### src/common/pmic_pkg.sv
package pmic_pkg;

  // special-function addresses
  localparam logic [7:0] ADDR_POWER_CONTROL = 8'h87;
  localparam logic [7:0] ADDR_PORT_IO_CONTROL = 8'hf8;

  // power_control bit positions
  localparam int PC_BAUD_DOUBLER = 7;
  localparam int PC_PIN_SHUTDOWN_ENABLE = 6;
  localparam int PC_WAKE_POLICY = 5;
  localparam int PC_GENERAL_FLAG_ONE = 3;
  localparam int PC_GENERAL_FLAG_ZERO = 2;
  localparam int PC_POWER_DOWN = 1;
  localparam int PC_DOZE_REQUEST = 0;

  // port_io_control bit positions
  localparam int IO_WATCHDOG = 7;
  localparam int IO_TIMER_WIDTH = 6;
  localparam int IO_SERIAL_FAULT = 5;
  localparam int IO_HIGH_Z_SELECT = 4;
  localparam int IO_PORT_THREE_FLOAT = 3;
  localparam int IO_PORT_TWO_FLOAT = 2;
  localparam int IO_PORT_ONE_FLOAT = 1;
  localparam int IO_FLOAT_IN_SHUTDOWN = 0;

  // reset values; bit 4 of power_control is unused and reads zero
  localparam logic [7:0] POWER_CONTROL_RESET = 8'h00;
  localparam logic [7:0] PORT_IO_CONTROL_RESET = 8'h00;
  localparam logic [7:0] POWER_CONTROL_WMASK = 8'hef;

  // per-port drive mode
  typedef enum logic [1:0] {
    PMIC_DRIVE_NORMAL = 2'h0,
    PMIC_DRIVE_HIGH_Z = 2'h1,
    PMIC_DRIVE_FLOAT = 2'h2
  } pmic_drive_t;

  // operating states, one-hot
  typedef enum logic [3:0] {
    PMIC_RUN = 4'h1,
    PMIC_IDLE = 4'h2,
    PMIC_SW_DOWN = 4'h4,
    PMIC_HW_DOWN = 4'h8
  } pmic_state_t;

  // register access from the core
  typedef struct packed {
    logic wr;
    logic rd;
    logic [7:0] addr;
    logic [7:0] wdata;
  } pmic_sfr_req_t;

  // serial receiver error events
  typedef struct packed {
    logic overrun;
    logic framing;
  } pmic_rx_err_t;

endpackage

### src/logic/pmic_power_ctl.sv
`timescale 1ns/10ps
`default_nettype none

module pmic_power_ctl (
  // clock and reset
  input wire logic clk_sys_i,
  input wire logic rst_b_i,
  // special-function register access
  input wire pmic_pkg::pmic_sfr_req_t sfr_req_i,
  output logic [7:0] sfr_rdata_o,
  output logic sfr_hit_o,
  // interrupt sources
  input wire logic ext_irq_zero_i,
  input wire logic ext_irq_one_i,
  input wire logic ext_irq_zero_enable_i,
  input wire logic ext_irq_one_enable_i,
  input wire logic irq_pending_i,
  // counter1 input pin
  input wire logic counter1_input_pin_i,
  // serial receiver status
  input wire pmic_pkg::pmic_rx_err_t rx_err_i,
  input wire logic rx_char_done_i,
  input wire logic rx_stop_bit_i,
  input wire logic rx_buf_unread_i,
  // power and port control
  output logic cpu_clk_stop_o,
  output logic periph_clk_stop_o,
  output logic osc_stop_o,
  output logic [1:0] port_one_drive_o,
  output logic [1:0] port_two_drive_o,
  output logic [1:0] port_three_drive_o,
  output logic watchdog_bit_o,
  output logic timer_width_bit_o,
  output logic baud_doubler_o
);

  logic [7:0] power_control_reg;
  logic [7:0] port_io_control_reg;
  pmic_pkg::pmic_state_t state_reg;
  pmic_pkg::pmic_state_t state_next;
  logic pin_down_reg;
  logic pin_last_reg;
  logic [1:0] drive_one_reg;
  logic [1:0] drive_two_reg;
  logic [1:0] drive_three_reg;

  logic wr_pc;
  logic wr_io;
  logic pin_fall;
  logic pin_rise;
  logic ext_wake;
  logic any_wake;
  logic overrun_evt;
  logic framing_evt;
  logic fault_evt;
  logic in_power_down;

  // drive mode of one port: floating wins over high impedance
  function automatic logic [1:0] port_mode(input logic float_sel, input logic hz_sel,
                                           input logic shut_float);
    if (float_sel || shut_float) begin
      port_mode = pmic_pkg::PMIC_DRIVE_FLOAT;
    end else if (hz_sel) begin
      port_mode = pmic_pkg::PMIC_DRIVE_HIGH_Z;
    end else begin
      port_mode = pmic_pkg::PMIC_DRIVE_NORMAL;
    end
  endfunction

  assign wr_pc = sfr_req_i.wr && (sfr_req_i.addr == pmic_pkg::ADDR_POWER_CONTROL);
  assign wr_io = sfr_req_i.wr && (sfr_req_i.addr == pmic_pkg::ADDR_PORT_IO_CONTROL);
  assign pin_fall = pin_last_reg && !counter1_input_pin_i;
  assign pin_rise = !pin_last_reg && counter1_input_pin_i;

  // external wake gated by enables unless the wake policy lets any request through
  assign ext_wake = (ext_irq_zero_i && ext_irq_zero_enable_i) ||
                    (ext_irq_one_i && ext_irq_one_enable_i);
  assign any_wake = power_control_reg[pmic_pkg::PC_WAKE_POLICY] ?
                    (irq_pending_i || ext_irq_zero_i || ext_irq_one_i) : ext_wake;

  // the receiver may flag errors directly or through its character status
  assign overrun_evt = rx_err_i.overrun || (rx_char_done_i && rx_buf_unread_i);
  assign framing_evt = rx_err_i.framing || (rx_char_done_i && !rx_stop_bit_i);
  assign fault_evt = overrun_evt || framing_evt;

  assign in_power_down = (state_reg == pmic_pkg::PMIC_SW_DOWN) || pin_down_reg;

  // software state machine; the pin path lives in its own flop
  always_comb begin
    state_next = state_reg;
    unique case (state_reg)
      pmic_pkg::PMIC_RUN: begin
        if (wr_pc && sfr_req_i.wdata[pmic_pkg::PC_POWER_DOWN]) begin
          // pending request with wake policy: power-down never takes hold
          if (!(sfr_req_i.wdata[pmic_pkg::PC_WAKE_POLICY] && irq_pending_i)) begin
            state_next = pmic_pkg::PMIC_SW_DOWN;
          end
        end else if (wr_pc && sfr_req_i.wdata[pmic_pkg::PC_DOZE_REQUEST]) begin
          if (!irq_pending_i) begin
            state_next = pmic_pkg::PMIC_IDLE;
          end
        end
      end
      pmic_pkg::PMIC_IDLE: begin
        // idle ends on any request; the policy only widens external wake
        if (irq_pending_i || any_wake) begin
          state_next = pmic_pkg::PMIC_RUN;
        end
      end
      pmic_pkg::PMIC_SW_DOWN: begin
        if (any_wake) begin
          state_next = pmic_pkg::PMIC_RUN;
        end
      end
      pmic_pkg::PMIC_HW_DOWN: begin
        state_next = pmic_pkg::PMIC_RUN;
      end
    endcase
  end

  always_ff @(posedge clk_sys_i or negedge rst_b_i) begin
    if (!rst_b_i) begin
      state_reg <= pmic_pkg::PMIC_RUN;
    end else begin
      state_reg <= state_next;
    end
  end

  // pin-driven power-down, independent of the software path
  always_ff @(posedge clk_sys_i or negedge rst_b_i) begin
    if (!rst_b_i) begin
      pin_last_reg <= 1'b1;
      pin_down_reg <= 1'b0;
    end else begin
      pin_last_reg <= counter1_input_pin_i;
      if (pin_down_reg && pin_rise) begin
        pin_down_reg <= 1'b0;
      end else if (pin_fall && power_control_reg[pmic_pkg::PC_PIN_SHUTDOWN_ENABLE]) begin
        pin_down_reg <= 1'b1;
      end
    end
  end

  // power_control; mode bits self-clear when the mode is left
  always_ff @(posedge clk_sys_i or negedge rst_b_i) begin
    if (!rst_b_i) begin
      power_control_reg <= pmic_pkg::POWER_CONTROL_RESET;
    end else if (wr_pc) begin
      power_control_reg <= sfr_req_i.wdata & pmic_pkg::POWER_CONTROL_WMASK;
      if (state_next == pmic_pkg::PMIC_RUN) begin
        power_control_reg[pmic_pkg::PC_POWER_DOWN] <= 1'b0;
        power_control_reg[pmic_pkg::PC_DOZE_REQUEST] <= 1'b0;
      end
    end else if (state_reg != pmic_pkg::PMIC_RUN && state_next == pmic_pkg::PMIC_RUN) begin
      power_control_reg[pmic_pkg::PC_POWER_DOWN] <= 1'b0;
      power_control_reg[pmic_pkg::PC_DOZE_REQUEST] <= 1'b0;
    end
  end

  // port_io_control; a fault event beats a software clear in the same cycle
  always_ff @(posedge clk_sys_i or negedge rst_b_i) begin
    if (!rst_b_i) begin
      port_io_control_reg <= pmic_pkg::PORT_IO_CONTROL_RESET;
    end else begin
      if (wr_io) begin
        port_io_control_reg <= sfr_req_i.wdata;
      end
      if (fault_evt) begin
        port_io_control_reg[pmic_pkg::IO_SERIAL_FAULT] <= 1'b1;
      end else if (wr_io) begin
        // writing one leaves the flag as it was; only zero clears it
        port_io_control_reg[pmic_pkg::IO_SERIAL_FAULT] <=
          port_io_control_reg[pmic_pkg::IO_SERIAL_FAULT] &
          sfr_req_i.wdata[pmic_pkg::IO_SERIAL_FAULT];
      end
    end
  end

  // port drive modes registered so pads see glitch-free selects
  always_ff @(posedge clk_sys_i or negedge rst_b_i) begin
    if (!rst_b_i) begin
      drive_one_reg <= pmic_pkg::PMIC_DRIVE_NORMAL;
      drive_two_reg <= pmic_pkg::PMIC_DRIVE_NORMAL;
      drive_three_reg <= pmic_pkg::PMIC_DRIVE_NORMAL;
    end else begin
      drive_one_reg <= port_mode(port_io_control_reg[pmic_pkg::IO_PORT_ONE_FLOAT],
        port_io_control_reg[pmic_pkg::IO_HIGH_Z_SELECT],
        port_io_control_reg[pmic_pkg::IO_FLOAT_IN_SHUTDOWN] && in_power_down);
      drive_two_reg <= port_mode(port_io_control_reg[pmic_pkg::IO_PORT_TWO_FLOAT],
        port_io_control_reg[pmic_pkg::IO_HIGH_Z_SELECT],
        port_io_control_reg[pmic_pkg::IO_FLOAT_IN_SHUTDOWN] && in_power_down);
      drive_three_reg <= port_mode(port_io_control_reg[pmic_pkg::IO_PORT_THREE_FLOAT],
        port_io_control_reg[pmic_pkg::IO_HIGH_Z_SELECT],
        port_io_control_reg[pmic_pkg::IO_FLOAT_IN_SHUTDOWN] && in_power_down);
    end
  end

  // read data registered one cycle after the strobe
  always_ff @(posedge clk_sys_i or negedge rst_b_i) begin
    if (!rst_b_i) begin
      sfr_rdata_o <= 8'h00;
    end else if (sfr_req_i.rd && sfr_req_i.addr == pmic_pkg::ADDR_POWER_CONTROL) begin
      sfr_rdata_o <= power_control_reg;
    end else if (sfr_req_i.rd && sfr_req_i.addr == pmic_pkg::ADDR_PORT_IO_CONTROL) begin
      sfr_rdata_o <= port_io_control_reg;
    end else begin
      sfr_rdata_o <= 8'h00;
    end
  end

  assign sfr_hit_o = (sfr_req_i.rd || sfr_req_i.wr) &&
                     (sfr_req_i.addr == pmic_pkg::ADDR_POWER_CONTROL ||
                      sfr_req_i.addr == pmic_pkg::ADDR_PORT_IO_CONTROL);

  // idle keeps timers and uart clocked; power-down stops everything
  assign cpu_clk_stop_o = (state_reg != pmic_pkg::PMIC_RUN) || pin_down_reg;
  assign periph_clk_stop_o = in_power_down;
  assign osc_stop_o = in_power_down;
  assign port_one_drive_o = drive_one_reg;
  assign port_two_drive_o = drive_two_reg;
  assign port_three_drive_o = drive_three_reg;
  assign watchdog_bit_o = port_io_control_reg[pmic_pkg::IO_WATCHDOG];
  assign timer_width_bit_o = port_io_control_reg[pmic_pkg::IO_TIMER_WIDTH];
  assign baud_doubler_o = power_control_reg[pmic_pkg::PC_BAUD_DOUBLER];

  // checks
  chk_fault_sets: assert property (@(posedge clk_sys_i) disable iff (!rst_b_i)
    fault_evt |=> port_io_control_reg[pmic_pkg::IO_SERIAL_FAULT])
    else $error("fault flag not set after receiver error");

  chk_fault_clear: assert property (@(posedge clk_sys_i) disable iff (!rst_b_i)
    (wr_io && !sfr_req_i.wdata[pmic_pkg::IO_SERIAL_FAULT] && !fault_evt)
    |=> !port_io_control_reg[pmic_pkg::IO_SERIAL_FAULT])
    else $error("fault flag not cleared by zero write");

  chk_sw_enter: assert property (@(posedge clk_sys_i) disable iff (!rst_b_i)
    (state_reg == pmic_pkg::PMIC_RUN && wr_pc && sfr_req_i.wdata[pmic_pkg::PC_POWER_DOWN]
     && !sfr_req_i.wdata[pmic_pkg::PC_WAKE_POLICY])
    |=> state_reg == pmic_pkg::PMIC_SW_DOWN)
    else $error("software power-down not entered");

  chk_cancel_now: assert property (@(posedge clk_sys_i) disable iff (!rst_b_i)
    (state_reg == pmic_pkg::PMIC_RUN && wr_pc && sfr_req_i.wdata[pmic_pkg::PC_POWER_DOWN]
     && sfr_req_i.wdata[pmic_pkg::PC_WAKE_POLICY] && irq_pending_i)
    |=> state_reg == pmic_pkg::PMIC_RUN && !osc_stop_o)
    else $error("power-down not cancelled with pending request");

  chk_gated_wake: assert property (@(posedge clk_sys_i) disable iff (!rst_b_i)
    (state_reg == pmic_pkg::PMIC_SW_DOWN && !power_control_reg[pmic_pkg::PC_WAKE_POLICY]
     && !ext_wake) |=> state_reg == pmic_pkg::PMIC_SW_DOWN)
    else $error("power-down left without enabled external interrupt");

  chk_policy_wake: assert property (@(posedge clk_sys_i) disable iff (!rst_b_i)
    (state_reg == pmic_pkg::PMIC_SW_DOWN && power_control_reg[pmic_pkg::PC_WAKE_POLICY]
     && irq_pending_i) |=> state_reg == pmic_pkg::PMIC_RUN)
    else $error("wake policy did not end power-down");

  chk_pin_down: assert property (@(posedge clk_sys_i) disable iff (!rst_b_i)
    (pin_fall && !pin_down_reg && power_control_reg[pmic_pkg::PC_PIN_SHUTDOWN_ENABLE])
    |=> pin_down_reg && osc_stop_o)
    else $error("pin falling edge did not enter power-down");

  chk_pin_wake: assert property (@(posedge clk_sys_i) disable iff (!rst_b_i)
    (pin_down_reg && pin_rise) |=> !pin_down_reg)
    else $error("pin rising edge did not end power-down");

  chk_shut_float: assert property (@(posedge clk_sys_i) disable iff (!rst_b_i)
    (in_power_down && port_io_control_reg[pmic_pkg::IO_FLOAT_IN_SHUTDOWN])
    |=> port_three_drive_o == pmic_pkg::PMIC_DRIVE_FLOAT)
    else $error("ports not floating in power-down");

  chk_high_z: assert property (@(posedge clk_sys_i) disable iff (!rst_b_i)
    (port_io_control_reg[pmic_pkg::IO_HIGH_Z_SELECT] && !in_power_down &&
     !port_io_control_reg[pmic_pkg::IO_PORT_ONE_FLOAT])
    |=> port_one_drive_o == pmic_pkg::PMIC_DRIVE_HIGH_Z)
    else $error("port one not high impedance");

  chk_float_port: assert property (@(posedge clk_sys_i) disable iff (!rst_b_i)
    port_io_control_reg[pmic_pkg::IO_PORT_TWO_FLOAT]
    |=> port_two_drive_o == pmic_pkg::PMIC_DRIVE_FLOAT)
    else $error("port two not floating");

  chk_normal_drive: assert property (@(posedge clk_sys_i) disable iff (!rst_b_i)
    (!port_io_control_reg[pmic_pkg::IO_HIGH_Z_SELECT] &&
     !port_io_control_reg[pmic_pkg::IO_PORT_ONE_FLOAT] &&
     !(port_io_control_reg[pmic_pkg::IO_FLOAT_IN_SHUTDOWN] && in_power_down))
    |=> port_one_drive_o == pmic_pkg::PMIC_DRIVE_NORMAL)
    else $error("port one not at normal impedance");

  chk_idle_enter: assert property (@(posedge clk_sys_i) disable iff (!rst_b_i)
    (state_reg == pmic_pkg::PMIC_RUN && wr_pc && sfr_req_i.wdata[pmic_pkg::PC_DOZE_REQUEST]
     && !sfr_req_i.wdata[pmic_pkg::PC_POWER_DOWN] && !irq_pending_i)
    |=> state_reg == pmic_pkg::PMIC_IDLE)
    else $error("idle not entered");

  // timers and uart must keep their clock in idle
  chk_idle_clocks: assert property (@(posedge clk_sys_i) disable iff (!rst_b_i)
    (state_reg == pmic_pkg::PMIC_IDLE && !pin_down_reg)
    |-> cpu_clk_stop_o && !periph_clk_stop_o && !osc_stop_o)
    else $error("idle clock gating wrong");

  chk_idle_wake: assert property (@(posedge clk_sys_i) disable iff (!rst_b_i)
    (state_reg == pmic_pkg::PMIC_IDLE && irq_pending_i) |=> state_reg == pmic_pkg::PMIC_RUN)
    else $error("idle not ended by interrupt request");

  chk_ext_wake: assert property (@(posedge clk_sys_i) disable iff (!rst_b_i)
    (state_reg == pmic_pkg::PMIC_SW_DOWN && ext_wake) |=> state_reg == pmic_pkg::PMIC_RUN)
    else $error("enabled external interrupt did not end power-down");

  chk_pin_apart: assert property (@(posedge clk_sys_i) disable iff (!rst_b_i)
    (pin_fall && state_reg == pmic_pkg::PMIC_RUN && !wr_pc)
    |=> state_reg == pmic_pkg::PMIC_RUN && !power_control_reg[pmic_pkg::PC_POWER_DOWN])
    else $error("pin edge disturbed the software power-down path");

  chk_overrun_flag: assert property (@(posedge clk_sys_i) disable iff (!rst_b_i)
    (rx_char_done_i && rx_buf_unread_i) |=> port_io_control_reg[pmic_pkg::IO_SERIAL_FAULT])
    else $error("overwrite of unread character not flagged");

  chk_frame_flag: assert property (@(posedge clk_sys_i) disable iff (!rst_b_i)
    (rx_char_done_i && !rx_stop_bit_i) |=> port_io_control_reg[pmic_pkg::IO_SERIAL_FAULT])
    else $error("missing stop bit not flagged");

  chk_pc_gap: assert property (@(posedge clk_sys_i) disable iff (!rst_b_i)
    wr_pc |=> (power_control_reg & ~pmic_pkg::POWER_CONTROL_WMASK) == 8'h00)
    else $error("unused power_control bit took a write");

  cov_idle_wake: cover property (@(posedge clk_sys_i) disable iff (!rst_b_i)
    state_reg == pmic_pkg::PMIC_IDLE ##1 state_reg == pmic_pkg::PMIC_RUN);
  cov_sw_wake: cover property (@(posedge clk_sys_i) disable iff (!rst_b_i)
    state_reg == pmic_pkg::PMIC_SW_DOWN ##1 state_reg == pmic_pkg::PMIC_RUN);
  cov_pin_cycle: cover property (@(posedge clk_sys_i) disable iff (!rst_b_i)
    pin_down_reg ##1 !pin_down_reg);
  cov_fault: cover property (@(posedge clk_sys_i) disable iff (!rst_b_i)
    fault_evt && wr_io);

endmodule

`default_nettype wire

### config.mk
export PLATFORM = sky130hd
export DESIGN_NAME = pmic_power_ctl
export DESIGN_NICKNAME = d
export VERILOG_FILES = /design/src/common/pmic_pkg.sv /design/src/logic/pmic_power_ctl.sv
export SDC_FILE = /design/constraint.sdc
export NUM_CORES = 1
export LEC_CHECK = 0
export BUFFER_PORTS_ARGS = -buffer_cell sky130_fd_sc_hd__buf_4
export CORE_UTILIZATION = 40
export DETAILED_ROUTE_END_ITERATION = 10
export PLACE_DENSITY = 0.71
export SETUP_SLACK_MARGIN = 0.15
export SYNTH_ARGS = -nofsm -noshare
export SYNTH_HDL_FRONTEND = slang
export SYNTH_SLANG_ARGS = --single-unit
### constraint.sdc
create_clock -name clk_sys_i -period 1.4 [get_ports clk_sys_i]
set_input_delay 0.07 -clock clk_sys_i [delete_from_list [all_inputs] [get_ports clk_sys_i]]
set_output_delay 0.07 -clock clk_sys_i [all_outputs]
set_load 0.05 [all_outputs]
# Yosys cells after proc, flatten, opt, wreduce, memory -nomap -nowiden
# Cells that the tools add are included.
# totals
regBits	35
in_bits	31
out_inout_bits	21
elab_cells	79
# op_classes
n_eq_ne	8
muxes	21
bitwise_logic	1
reduce_logical	38
# ops
op	n
$mux 4	6
$logic_and 1x1->1	18
$eq 8x8->1 const B	2
$mux 8	2
$pmux 4 s4	1
$logic_or 1x1->1	14
$mux 2	6
$eq 4x1->1 const B	2
$mux 1	6
$reduce_bool 2->1	3
$eq 4x2->1 const B	1
$eq 4x3->1 const B	1
$eq 4x4->1 const B	1
$ne 4x1->1 const B	1
$logic_not 1->1	3
$and 1x1->1	1

# Logic depth before layout (Yosys ltp)
# depth
word_depth	10
depth_mapped	6

# Worst setup path after synthesis
# No wires, ideal clock.
# synth_timing
path_type	reg-to-reg
startpoint	register state_reg[0]
endpoint	register drive_one_reg[0], in the netlist port_one_drive_o[0]
arrival_ps	1509
required_time_ps	1328
slack_ps	-180
stages_incl_launch_ff	7
n_path_buf	1
synth_period_minus_slack_ps	1580
cell_sequence	dfstp_2 > clkbuf_1 > nor2_1 > a21o_1 > nand2_1 > nand2_1 > nor2_1
# synth_via
elab_chain_len	5
# synth_lines
item	line_no	source
start: declaration	pmic_power_ctl.sv:39	pmic_pkg::pmic_state_t state_reg;
start signal: assignment	pmic_power_ctl.sv:123	state_reg <= pmic_pkg::PMIC_RUN;
start signal: assignment	pmic_power_ctl.sv:125	state_reg <= state_next;
$eq 4x3->1	pmic_power_ctl.sv:86	assign in_power_down = (state_reg == pmic_pkg::PMIC_SW_DOWN) || pin_down_reg;
$logic_or 1x1->1	pmic_power_ctl.sv:86	
via osc_stop_o	pmic_power_ctl.sv:28	output logic osc_stop_o,
$logic_and 1x1->1	pmic_power_ctl.sv:188	port_io_control_reg[pmic_pkg::IO_FLOAT_IN_SHUTDOWN] && in_power_down);
$logic_or 1x1->1	pmic_power_ctl.sv:61	if (float_sel || shut_float) begin
$mux 2	pmic_power_ctl.sv:61	
end signal: assignment	pmic_power_ctl.sv:182	drive_one_reg <= pmic_pkg::PMIC_DRIVE_NORMAL;
end signal: assignment	pmic_power_ctl.sv:186	drive_one_reg <= port_mode(port_io_control_reg[pmic_pkg::IO_PORT_ONE_FLOAT],
end: declaration	pmic_power_ctl.sv:43	logic [1:0] drive_one_reg;
# The timed path passes the listed nets, and every way through them passes these cells.
# A chain may end at the register's enable or synchronous reset.

# Worst setup path after layout
# layout_timing
startpoint	register state_reg[1]
endpoint	register power_control_reg[1]
# layout_via
elab_chain_len	7
# layout_lines
item	line_no	source
$mux 4	pmic_power_ctl.sv:99	if (!irq_pending_i) begin
$mux 4	pmic_power_ctl.sv:98	end else if (wr_pc && sfr_req_i.wdata[pmic_pkg::PC_DOZE_REQUEST]) begin
$mux 4	pmic_power_ctl.sv:93	if (wr_pc && sfr_req_i.wdata[pmic_pkg::PC_POWER_DOWN]) begin
$pmux 4 s4	pmic_power_ctl.sv:91	unique case (state_reg)
$eq 4x1->1	pmic_power_ctl.sv:150, pmic_power_ctl.sv:154	
$mux 2 or $logic_and 1x1->1 (tied branches)	pmic_power_ctl.sv:150, pmic_power_ctl.sv:154	
$mux 2 or $reduce_bool 2->1 (tied branches)	n/a	
end signal: assignment	pmic_power_ctl.sv:147	power_control_reg <= pmic_pkg::POWER_CONTROL_RESET;
end signal: assignment	pmic_power_ctl.sv:149	power_control_reg <= sfr_req_i.wdata & pmic_pkg::POWER_CONTROL_WMASK;
end: declaration	pmic_power_ctl.sv:37	logic [7:0] power_control_reg;
# Parallel ways exist; a longest one is shown, timed or not.

==> run summary <==
Wirelength per Cell - 14.3 µm
Critical path cell sequence - nor2b_4, o2111a_1, o21bai_1, nand4_1, a32o_1
Slowest stage delay, CP - 0.48 ns
Die width - 65.9 µm
Mux share of post-synthesis cell area - 4.83%
FF-to-FF setup slack - -0.19 ns
Starting Density - 43.0%
Compound-cell area share of the yosys netlist - 17.9%
Leak - 1.20 nW
Residual DRC - 0
Critical Path End Type - register
EDFF count, synth - 0
CTS Buf Count - 5
Yosys top cell area share - 50.6%
Chip Height - 65.9 µm
Core area - 3800 µm²
CTS Buffer Depth - 2
Ranking of synthesized cells by area - dfrtp_1, nand2_1, a22o_1, mux2_2, a2111oi_4
Synth unique cells - 36
Total track usage - 19.6%
Met3 Use GR - 3.10%
RePlAce Congestion - 0.800
Via count - 1406
Setup TNS - -0.646 ns
Via/cell ratio - 5.13
Clk root buf - clkbuf_8
Final nets - 256
Worst setup SP type - register
Comb power frac - 20.3%
Status - complete, but fails checks
P per Cell Area - 902 nW/µm²
GR met2 Demand/Resource - 34.4%
Placed Area - 2180 µm²
Cell taking the most area after synthesis - dfrtp_1
Rows - 22
Synth Instances - 146
Sw power - 0.000631 W
IO Pins - 52
Post-Synth XOR/XNOR Area - 0.537%
Worst Path Arrival - 1.76 ns
Design Area, Final - 2520 µm²
Largest delay contributor family on the critical path - compound AO/OA/AOI/OAI gates
Clock Latency Late Sink - 0.28 ns
RSZ-0062 raised after global routing - yes
Clk pin slew, worst setup/hold paths - 0.07 ns
Drt total wl - 3930 µm
Worst clock skew - 0.00414 ns
Worst vdd ir - 0.000388 V
Hold Crit Class - primary input to register
Slowest CP cell - dfrtp_2
Max_slew headroom - 71.9%
Area growth, synth to finish - 54.2%
Kind of critical path - register to register
Synth Area in Adders - 0%
Share of layout cells above drive strength 1 - 49.1%
Main combinational cell family by area after synthesis - simple AND/OR/NAND/NOR gates
Met1 global-route usage - 22.8%
Global route overflow - 0
Violated checks - setup timing
DIE AREA - 4340 µm²
CTS tree - built
Largest net degree at the start of global routing - 36
Syn Area/Cell - 11.2 µm²
CP bufs+invs - 0
DRT antenna net count - 0
F_max - 627 MHz
Most frequent cells in the layout - buf_4, dfrtp_1, nand2_1
Post-layout min period - 1.59 ns
Clock share of power - 30.2%
Switching share of power - 27.8%
Yosys reg bits - 35
Most Crowded Layer GR - met2
Hold slack - 0.0359 ns
First-pass GRT wire length - 6320 µm
Yosys warns - 0
Final hold vios - 0
Synthesized area - 1630 µm²
Drt pass-1 iters - 4
Initial drt markers - 82
Syn Nets - 177
N_diodes - 0
Post-DP HPWL - 2800 µm
Fill cells - 295
Synth Flop Type - dfrtp_1
H-tree depth - 2
Final period util - 114%
Crit Path Max Fanout - 8
Final setup violation count - 5
Most common cell after layout, fill and taps aside - buf_4
Worst Path Required - 1.57 ns
Worst-Margin Slew - 0.422 ns
Sequential element share of the synthesized area - 53.8%
Simple-gate share of the synthesized area - 20.0%
Int Power - 0.00164 W
Port Buffers - 51
Antenna violations before repair - 0
Fin. max-slew vios - 0
Final worst-path setup slack - -0.194 ns
Seq pwr share - 49.5%
Clock sinks - 35
Asr flop ratio synth - 100%
Vias in the first global route - 1422
Max_cap viols - 0
cell type report:
| cell class | instances | area [µm²] | area share [%] |
|---|---|---|---|
| sequential | 35 | 882 | 35.1 |
| multi-input combinational | 100 | 836 | 33.2 |
| timing repair buffer | 79 | 638 | 25.4 |
| clock buffer | 6 | 72.6 | 2.88 |
| tap | 48 | 60.1 | 2.39 |
| inverter | 4 | 15.0 | 0.597 |
| clock inverter | 2 | 12.5 | 0.497 |
worst reg2reg max path: cells and delay by family, from the launching register on:
kind	cells	cell delay, ns
simple gates	2	0.31
compound gates	3	0.70
flops	1	0.48
path summary, 6_finish.rpt:
kind / startpoint / to / depth (start not counted)
max: state_reg[1]$_DFF_PN0_ / power_control_reg[1]$_DFFE_PN0P_ / 5
min: rx_char_done_i / port_io_control_reg[5]$_DFFE_PN0P_ / 3
max reg2reg: state_reg[1]$_DFF_PN0_ / power_control_reg[1]$_DFFE_PN0P_ / 5
min reg2reg: port_io_control_reg[1]$_DFFE_PN0P_ / port_one_drive_o[0]$_DFF_PN0_ / 1
max in group asynchronous: rst_b_i / state_reg[0]$_DFF_PN1_ / 2
min in group asynchronous: rst_b_i / pin_down_reg$_DFFE_PN0P_ / 2
metrics by stage:
step           utilization [%]  setup slack (ns)  total power, W  cells
2_1_floorplan                -           -0.0280         0.00132    146
3_3_place_gp              57.4           -0.0553         0.00147    254
3_5_place_dp              57.4            -0.171         0.00149    254
4_1_cts                   63.3            -0.150         0.00223    273
5_1_grt                   66.2            -0.272         0.00238    274
6_report                  66.2            -0.194         0.00227    274
synthesized netlist by cell type, types with 2 or more instances:
library cell,count
mux2_2,5
nor2_1,12
dfrtp_1,33
a22o_1,7
nand4_1,2
mux2_1,2
clkbuf_1,5
nor4_1,2
nor3_1,2
nand2_1,25
o31ai_1,2
dfstp_2,2
o32ai_1,3
o22a_1,3
nand2b_1,5
o21bai_1,3
nand4bb_4,2
inv_1,4
a32o_1,2
nor2b_1,2
a2111oi_4,2
o21ai_0,7
logic make-up (layout without fill, tap and decap cells):
family                    after synthesis  in the layout
DFF                                    35             35
AOI/OAI and AO/OA                      33             33
xor gates and xnor gates                1              1
muxes                                   7              7
buffers and inverters                  11             91
and+or+nand+nor                        59             59
power groups by stage:
stage	Sequential, W	Combinational [W]	Clock (W)
floorplan	0.00114	0.000180	0
global route	0.00113	0.000495	0.000758
CTS	0.00111	0.000408	0.000711
finish	0.00112	0.000461	0.000685
detailed placement	0.00113	0.000364	0
global placement	0.00112	0.000354	0
routing by layer:
| layer | wire length (µm) | vias up |
|---|---|---|
| met4 | 83 | 0 |
| met2 | 2050 | 44 |
| met5 | 0 | - |
| met1 | 1650 | 678 |
| li1 | - | 677 |
| met3 | 147 | 7 |
what timing repair did:
action / 4_1_cts / 5_1_grt
setup buffers: 2 / 1
setup endpoints to repair: 14 / 15
hold buffers: 9 / 0
resized for setup: 13 / 21
endpoints found under the hold margin: 40 / 0
pin swaps: 9 / 4
(Power assumes the default switching activity.)
